### config.mk
export PLATFORM = sky130hd
export DESIGN_NAME = sscr_top
export DESIGN_NICKNAME = d
export VERILOG_FILES = /design/src/hw/sscr_pkg.sv /design/src/hw/sscr_demote.sv /design/src/hw/sscr_top.sv
export VERILOG_INCLUDE_DIRS = /design/src /design/src/hw
export SDC_FILE = /design/constraint.sdc
export NUM_CORES = 1
export LEC_CHECK = 0
export ABC_AREA = 1
export BUFFER_PORTS_ARGS = -buffer_cell sky130_fd_sc_hd__buf_2
export CAP_MARGIN = 0
export CORE_UTILIZATION = 25
export DETAILED_ROUTE_END_ITERATION = 8
export GPL_ROUTABILITY_DRIVEN = 0
export PLACE_DENSITY = 0.67
export SYNTH_ARGS = -nofsm -noshare
export SYNTH_HDL_FRONTEND = slang
export SYNTH_SLANG_ARGS = --single-unit
### constraint.sdc
create_clock -name clock -period 1.4 [get_ports clock]
set_clock_uncertainty 0.1 [all_clocks]
set_input_delay 0.07 -clock clock [delete_from_list [all_inputs] [get_ports clock]]
set_output_delay 0.07 -clock clock [all_outputs]
set_load 0.005 [all_outputs]
### src/hw/sscr_defs.svh
// Offsets, field positions, masks and widths of the sleep-state bank
`ifndef SSCR_DEFS_SVH
`define SSCR_DEFS_SVH
// Register addresses (the capability address is an arbitrary choice)
`define SSCR_ADDR_W 12
`define SSCR_ADDR_CTRL 12'h0E2
`define SSCR_ADDR_INFO 12'h0CE
// Capability register fields
`define SSCR_INFO_TDP_BIT 29
`define SSCR_INFO_RATIO_LSB 40
`define SSCR_INFO_RATIO_MSB 47
// Control register fields
`define SSCR_CTRL_LIM_LSB 0
`define SSCR_CTRL_LIM_MSB 2
`define SSCR_CTRL_IORED_BIT 10
`define SSCR_CTRL_LOCK_BIT 15
`define SSCR_CTRL_DEM3_BIT 25
`define SSCR_CTRL_DEM1_BIT 26
// Bits writable in the control register
`define SSCR_CTRL_WMASK 64'h0000_0000_0600_8407
// Bits covered by the lock
`define SSCR_CTRL_LMASK 64'h0000_0000_0000_FFFF
// Unit of the efficiency ratio in MHz
`define SSCR_RATIO_UNIT_MHZ 100
`endif

### src/hw/sscr_pkg.sv
// Types shared by the sleep-state configuration bank
package sscr_pkg;
  // Package sleep-state limit encodings
  typedef enum logic [2:0] {
    SSCR_LIM_C0C1 = 3'h0,
    SSCR_LIM_C2 = 3'h1,
    SSCR_LIM_C6N = 3'h2,
    SSCR_LIM_C6R = 3'h3,
    SSCR_LIM_C7 = 3'h4,
    SSCR_LIM_C7S = 3'h5,
    SSCR_LIM_RSVD = 3'h6,
    SSCR_LIM_NONE = 3'h7
  } sscr_limit_t;
  // Core sleep-state request levels
  typedef enum logic [2:0] {
    SSCR_CS_C1 = 3'h1,
    SSCR_CS_C3 = 3'h3,
    SSCR_CS_C6 = 3'h6,
    SSCR_CS_C7 = 3'h7
  } sscr_cstate_t;
endpackage

### src/hw/sscr_demote.sv
// Sleep-state request demotion and I/O read redirection
`timescale 1ns/1ps
`include "sscr_defs.svh"
module sscr_demote #(
  parameter int IO_W = 16
) (
  input wire logic dem3_en,
  input wire logic dem1_en,
  input wire logic io_red_en,
  input wire logic [IO_W-1:0] io_base,
  input wire logic [2:0] req_state,
  input wire logic uncore_dem3,
  input wire logic uncore_dem1,
  input wire logic io_rd,
  input wire logic [IO_W-1:0] io_addr,
  output logic [2:0] grant_state,
  output logic io_hit
);
  // Demotion: C1 demotion wins over C3 demotion
  always_comb begin
    grant_state = req_state;
    if (dem1_en && uncore_dem1 && (req_state == sscr_pkg::SSCR_CS_C3 ||
        req_state == sscr_pkg::SSCR_CS_C6 ||
        req_state == sscr_pkg::SSCR_CS_C7)) begin
      grant_state = sscr_pkg::SSCR_CS_C1;
    end else if (dem3_en && uncore_dem3 &&
        (req_state == sscr_pkg::SSCR_CS_C6 ||
        req_state == sscr_pkg::SSCR_CS_C7)) begin
      grant_state = sscr_pkg::SSCR_CS_C3;
    end
  end
  // Matching I/O read is absorbed, not forwarded
  assign io_hit = io_red_en && io_rd && (io_addr == io_base);
endmodule

### src/hw/sscr_top.sv
// Sleep-state configuration register bank with capability fields
`timescale 1ns/1ps
`include "sscr_defs.svh"
// Overview of operation
// Bit 29 reads turbo power-limit programmability
// Bits 47:40 report minimum ratio, 100 MHz steps
// Bits 2:0 hold package limit, factory default
// Limit codes 0..5 and 7 decode to states
// No limit code selects C3
// Bit 10 redirects captured I/O reads
// Bit 15 locks bits 15:0 until reset
// Bit 25 demotes C6/C7 to C3
// Bit 26 demotes C3/C6/C7 to C1
// Captured reads absorbed, not forwarded
// Lock is write-once, cleared only by reset
// Reserved bits read zero, writes ignored
module sscr_top #(
  parameter logic TDP_PROG = 1'b1,
  parameter logic [7:0] MIN_RATIO = 8'h08,
  parameter logic [2:0] LIMIT_DEFAULT = 3'h7,
  parameter int IO_W = 16
) (
  input wire logic clock,
  input wire logic arst_n,
  input wire logic [`SSCR_ADDR_W-1:0] reg_addr,
  input wire logic [63:0] reg_wdata,
  input wire logic reg_wr,
  input wire logic reg_rd,
  output logic [63:0] reg_rdata,
  input wire logic [IO_W-1:0] io_base,
  input wire logic [2:0] req_state,
  input wire logic uncore_dem3,
  input wire logic uncore_dem1,
  input wire logic io_rd,
  input wire logic [IO_W-1:0] io_addr,
  output logic [2:0] grant_state,
  output logic io_hit,
  output logic io_forward,
  output logic [2:0] pkg_limit_state,
  output logic pkg_limit_none,
  output logic cfg_locked
);
  // Control register storage
  logic [63:0] ctrl_ff;
  logic [63:0] nxt_ctrl;
  // Read data holding register
  logic [63:0] rdata_ff;
  logic [63:0] nxt_rdata;
  // Capability register image
  logic [63:0] info_val;
  // Write mask after lock
  logic [63:0] wmask;
  // Factory default captured after reset release
  logic dflt_done_ff;
  logic nxt_dflt_done;

  // Capability image, all other bits zero
  always_comb begin
    info_val = 64'h0;
    info_val[`SSCR_INFO_TDP_BIT] = TDP_PROG;
    info_val[`SSCR_INFO_RATIO_MSB:`SSCR_INFO_RATIO_LSB] = MIN_RATIO;
  end

  // Next control value
  always_comb begin
    nxt_ctrl = ctrl_ff;
    nxt_dflt_done = 1'b1;
    // Lock freezes bits 15:0, lock bit included
    if (ctrl_ff[`SSCR_CTRL_LOCK_BIT]) begin
      wmask = `SSCR_CTRL_WMASK & ~`SSCR_CTRL_LMASK;
    end else begin
      wmask = `SSCR_CTRL_WMASK;
    end
    if (!dflt_done_ff) begin
      // Factory limit loaded on first edge after reset
      nxt_ctrl[`SSCR_CTRL_LIM_MSB:`SSCR_CTRL_LIM_LSB] = LIMIT_DEFAULT;
    end else if (reg_wr && reg_addr == `SSCR_ADDR_CTRL) begin
      nxt_ctrl = (ctrl_ff & ~wmask) | (reg_wdata & wmask);
    end
  end

  // Control register flops
  always_ff @(posedge clock or negedge arst_n) begin
    if (!arst_n) begin
      ctrl_ff <= 64'h0;
      dflt_done_ff <= 1'b0;
    end else begin
      ctrl_ff <= nxt_ctrl;
      dflt_done_ff <= nxt_dflt_done;
    end
  end

  // Read decode; unmapped reads zero
  always_comb begin
    nxt_rdata = 64'h0;
    if (reg_rd) begin
      unique case (reg_addr)
        `SSCR_ADDR_CTRL: nxt_rdata = ctrl_ff;
        `SSCR_ADDR_INFO: nxt_rdata = info_val;
        default: nxt_rdata = 64'h0;
      endcase
    end
  end

  // Read data flops
  always_ff @(posedge clock or negedge arst_n) begin
    if (!arst_n) begin
      rdata_ff <= 64'h0;
    end else begin
      rdata_ff <= nxt_rdata;
    end
  end
  assign reg_rdata = rdata_ff;

  // Limit decode: code 6 treated as no limit; C3 never a target
  always_comb begin
    pkg_limit_state = 3'h0;
    pkg_limit_none = 1'b0;
    unique case (sscr_pkg::sscr_limit_t'(ctrl_ff[2:0]))
      sscr_pkg::SSCR_LIM_C0C1: pkg_limit_state = 3'h1;
      sscr_pkg::SSCR_LIM_C2: pkg_limit_state = 3'h2;
      sscr_pkg::SSCR_LIM_C6N: pkg_limit_state = 3'h6;
      sscr_pkg::SSCR_LIM_C6R: pkg_limit_state = 3'h6;
      sscr_pkg::SSCR_LIM_C7: pkg_limit_state = 3'h7;
      sscr_pkg::SSCR_LIM_C7S: pkg_limit_state = 3'h7;
      sscr_pkg::SSCR_LIM_RSVD: pkg_limit_none = 1'b1;
      sscr_pkg::SSCR_LIM_NONE: pkg_limit_none = 1'b1;
    endcase
  end

  assign cfg_locked = ctrl_ff[`SSCR_CTRL_LOCK_BIT];

  // Demotion and redirection
  sscr_demote #(.IO_W(IO_W)) sscr_demote_i (
    .dem3_en(ctrl_ff[`SSCR_CTRL_DEM3_BIT]),
    .dem1_en(ctrl_ff[`SSCR_CTRL_DEM1_BIT]),
    .io_red_en(ctrl_ff[`SSCR_CTRL_IORED_BIT]),
    .io_base(io_base),
    .req_state(req_state),
    .uncore_dem3(uncore_dem3),
    .uncore_dem1(uncore_dem1),
    .io_rd(io_rd),
    .io_addr(io_addr),
    .grant_state(grant_state),
    .io_hit(io_hit)
  );
  // Non-captured reads go out as ordinary I/O
  assign io_forward = io_rd && !io_hit;
endmodule

# Yosys cells after proc, flatten, opt, wreduce, memory -nomap -nowiden

Index checks and enable logic that the tools add are counted.

Reductions and logical operators: 17
Mux-type cells: 9
Bitwise operators: 4
Equality and inequality tests: 14

Operators by type and width:

| operator            | count |
|---|---|
| $and 64x64->64      | 2 |
| $pmux 64 s2         | 1 |
| $mux 64             | 1 |
| $not 64->64         | 1 |
| $or 64x64->64       | 1 |
| $eq 12x8->1 const B | 2 |
| $eq 3x3->1 const B  | 6 |
| $eq 16x16->1        | 1 |
| $mux 16             | 1 |
| $mux 3              | 4 |
| $pmux 3 s4          | 1 |
| $eq 3x2->1 const B  | 3 |
| $logic_and 1x1->1   | 8 |
| $reduce_or 2->1     | 3 |
| $eq 3x1->1 const B  | 1 |
| $logic_not 3->1     | 1 |
| $logic_or 1x1->1    | 3 |
| $ne 2x1->1 const B  | 1 |
| $reduce_and 2->1    | 1 |
| $logic_not 1->1     | 1 |
| $mux 1              | 1 |

Register bits after elaboration: 129
Output and inout port bits: 74
Word-level logic and storage cells: 48

# Longest topological paths before layout

Word-level depth: 6
Gate-level depth with buffers: 8

# Cells and area by module

A second synthesis with hierarchy kept.

Cells, all modules: 238
Area, all modules: 1646.6 um^2

By module, submodules not included:

| module      | area each (um^2) | sequential area each (um^2) | cells each | instances |
|---|---|---|---|---|
| sscr_top    | 1312.5           | 400.4                       | 160        | 1 |
| sscr_demote | 334.1            | 0.0                         | 78         | 1 |

# Least setup slack after synthesis

Ideal clock, no wire load.

Kind: reg2reg
Start: register ctrl_ff[15]
End: register ctrl_ff[2]
Setup time: 0.119 ns
Arrival time: 0.813 ns
Clock period less this slack: 1.033 ns
Stages on the path, launching flop included: 6
Setup slack: 0.367 ns
Cells stage by stage: dfrtp_1 > clkinv_1 > nand2_1 > o211ai_1 > nand2_1 > o21ai_2

Cells in the longest elaborated chain, start to end: 6
Elaborated cells between the ends (all ways): 7

RTL lines:

| what                   | line           | text |
|---|---|---|
| start, declared        | sscr_top.sv:44 | `logic [63:0] ctrl_ff;` |
| start signal, assigned | sscr_top.sv:88 | `ctrl_ff <= nxt_ctrl;` |
| $mux 16 *              | sscr_top.sv:69 | `` if (ctrl_ff[`SSCR_CTRL_LOCK_BIT]) begin `` |
| $not 64->64            | sscr_top.sv:78 | `nxt_ctrl = (ctrl_ff & ~wmask) \| (reg_wdata & wmask);` |
| $and 64x64->64         | sscr_top.sv:78 |  |
| $or 64x64->64 *        | sscr_top.sv:78 |  |
| $mux 3 *               | sscr_top.sv:77 | `` end else if (reg_wr && reg_addr == `SSCR_ADDR_CTRL) begin `` |
| $mux 3 *               | sscr_top.sv:74 | `if (!dflt_done_ff) begin` |

Mark *: on every way between the ends. The rest lies on a longest branch, timed or not. The select of a mux whose other input is x is not followed.
A chain may end at the register's enable or synchronous reset.

==> flow_summary.yaml <==
floorplan:
  die_area_sq_mm: 0.007130
  rows: 29
  die_h_microns: 84.44
  start_util: 0.2631
  die_w_microns: 84.44
  io_pins: 192
  core-area_sq_mm: 0.006459
pwr:
  vdd_drop_max_uv: 427.5
  leakagePower_nw: 1.321
  power_density_mw_per_mm2: 590.7
sta:
  fin_hold_ws_ns: 0.002924
  rsz0062_at_grt: "true"
  final_hold_viol_count: 0
  finalCritPeriodShare: 1.022
  fmaxAchievable_mhz: 699.1
  final.setup.tns_ns: -0.03049
  fin_ws_ns: -0.03049
  drv_slew: 0
  fin_crit_ns: 1.430
  setup_violations: 1
yosys:
  yosysMostFrequentCell: "nand2_1"
  ys_seq_area_frac: 0.2356
  synth-seq-cells: 16
  synth_top_area_frac: 0.2518
  async_flop_share: 1.000
  synth_area_sq_mm: 0.001699
  synth_commonest_cells: "nand2_1, buf_4, inv_1"
  avgSynthCellArea_sq_um: 6.340
  synth_top_area_cell: "buf_4"
  synth_cell_type_count: 26
  synthCells: 268
  yosys-top-cells-area: "buf_4, dfrtp_1, nand2_1"
  ys_warn_count: 0
  synth_ff_type: "dfrtp_1"
  synth_enable_flop_cells: 0
clocking:
  clock_sinks: 16
  clockBufferDepth: 2
  clk_latency_ns: 0.25
  cts_tree: "yes"
  path_clk_slew_ns: 0.07
  cts-buffers-inserted: 3
  cts_htree_levels: 1
  cts_root_buffer: "clkbuf_8"
cells_and_area:
  fin_nets: 473
  fillers: 682
  area_growth_pct: 25.48
  n_antenna_cell: 0
  drive_gt1_frac: 0.2910
drt:
  first_iter_violations: 52
  antenna_left: 0
  vias_per_cell: 3.903
  wl_per_cell_microns: 8.835
  vias: 1682
  drt_pass1_iterations: 6
  route.detailed.drc: 11
  routed_wl_microns: 3808
grt:
  antenna_found_initial: 0
  grt_max_degree: 17
  grt_pass1_vias: 1488
  grt_overflow: 0
  grt_pass1_wl_microns: 5920
  grt.total_usage: 0.1008
critical_path:
  crit_fanout: 3
  crit_type: "reg2out"
  required_ns: 1.23
  crit_arrival_ns: 1.26
  worstSetupStartpointType: "flip-flop"
  cp-end-kind: "output pin"
placement:
  port_buffers: 79
  hpwl_microns: 3129
flow_run:
  maxCapViolations: 0
run_status:
  outcome: "complete, but fails checks"
  violations: "DRC, setup timing"
worst_hold_path:
  hp-class: "in2reg"
[routing by layer]
| metal | global-route usage | share of wire | up-vias |
|---|---|---|---|
| met5 | 0 | 0 | - |
| met4 | 0.03698 | 0.017 | 0 |
| met3 | 0.01573 | 0.091 | 8 |
| met2 | 0.1937 | 0.48 | 89 |
| met1 | 0.1114 | 0.41 | 714 |
| li1 | - | - | 871 |
[report_power, final]
| group | internal [mW] | switching (mW) |
|---|---|---|
| clock | 0.250 | 0.171 |
| combinational | 0.147 | 0.207 |
| sequential | 0.473 | 0.0119 |
| total | 0.870 | 0.390 |
[path summary, 6_finish.rpt]
kind,start,to,slack [ns],cells after the start
worst max-delay path,flip-flop,io_hit,-0.03,7
worst min-delay path,reg_addr[4],reg_rdata[29],0.003,4
worst max register to register,ctrl_ff[15],ctrl_ff[0],0.22,5
worst min register to register,ctrl_ff[26],ctrl_ff[26],0.42,2
max in group asynchronous,arst_n,ctrl_ff[2],0.78,2
min in group asynchronous,arst_n,ctrl_ff[26],0.15,2
[registers in the layout, summed over array words and instances (netlist names), named ones only]
register,flops
dflt_done_ff,1
reg_rdata,8
ctrl_ff,6
[worst max-delay path, stage by stage (launching register included)]
cell and delay [ns]:
dfrtp_1 0.38, nand2_1 0.06, nor2_1 0.09, nand3_1 0.08
nor2_2 0.10, nand3_1 0.09, nor2_1 0.08, buf_2 0.11
[cells by family after synthesis]
family          count (synthesis)  synth area share
xor+xnor                        2           0.01031
other cells                     2          0.004420
compound gates                 12           0.05081
simple gates                  131            0.3409
buf+inv                       105            0.3579
flops                          16            0.2356
[per-stage QoR]
stage	instance area (sq um)	std cells	utilization	total power, mW	setup WS [ns]
floorplan	1902	322	-	0.7814	0.3674
global placement	1966	421	0.3043	0.8173	0.1355
detailed placement	1966	421	0.3043	0.8236	0.1573
CTS	2101	433	0.3253	1.259	-0.07156
global route	2132	431	0.3301	1.336	-0.1975
finish	2132	431	0.3301	1.259	-0.03049
[what timing repair did]
action,in CTS,in global routing
gates resized for setup,1,11
buffers inserted,1,0
pin swaps,0,9
hold buffers,7,0
setup endpoints to repair,2,9
hold endpoints to repair,21,0
[layout by cell type, fill, tap and decap left out, drive strengths merged]
cell type    count
nor2            38
nand2           71
nand3            7
clkbuf           4
a21oi            2
clkinv           1
and3             1
nor3             4
xor2             2
o211ai           3
buf             79
o2111a           1
o22ai            1
dlygate4sd3      6
inv             47
o21ai            5
nand4           10
conb            56
dfrtp           16
[area by class of cell]
type | count | area [sq um] | share of cell area
clock buffer | 4 | 55.05 | 0.02582
inverter | 48 | 180.2 | 0.08451
multi-input combinational | 201 | 942.2 | 0.4419
sequential | 16 | 400.4 | 0.1878
tap | 77 | 96.34 | 0.04519
timing repair buffer | 85 | 457.9 | 0.2148
Power figures use the tool's default switching activity.
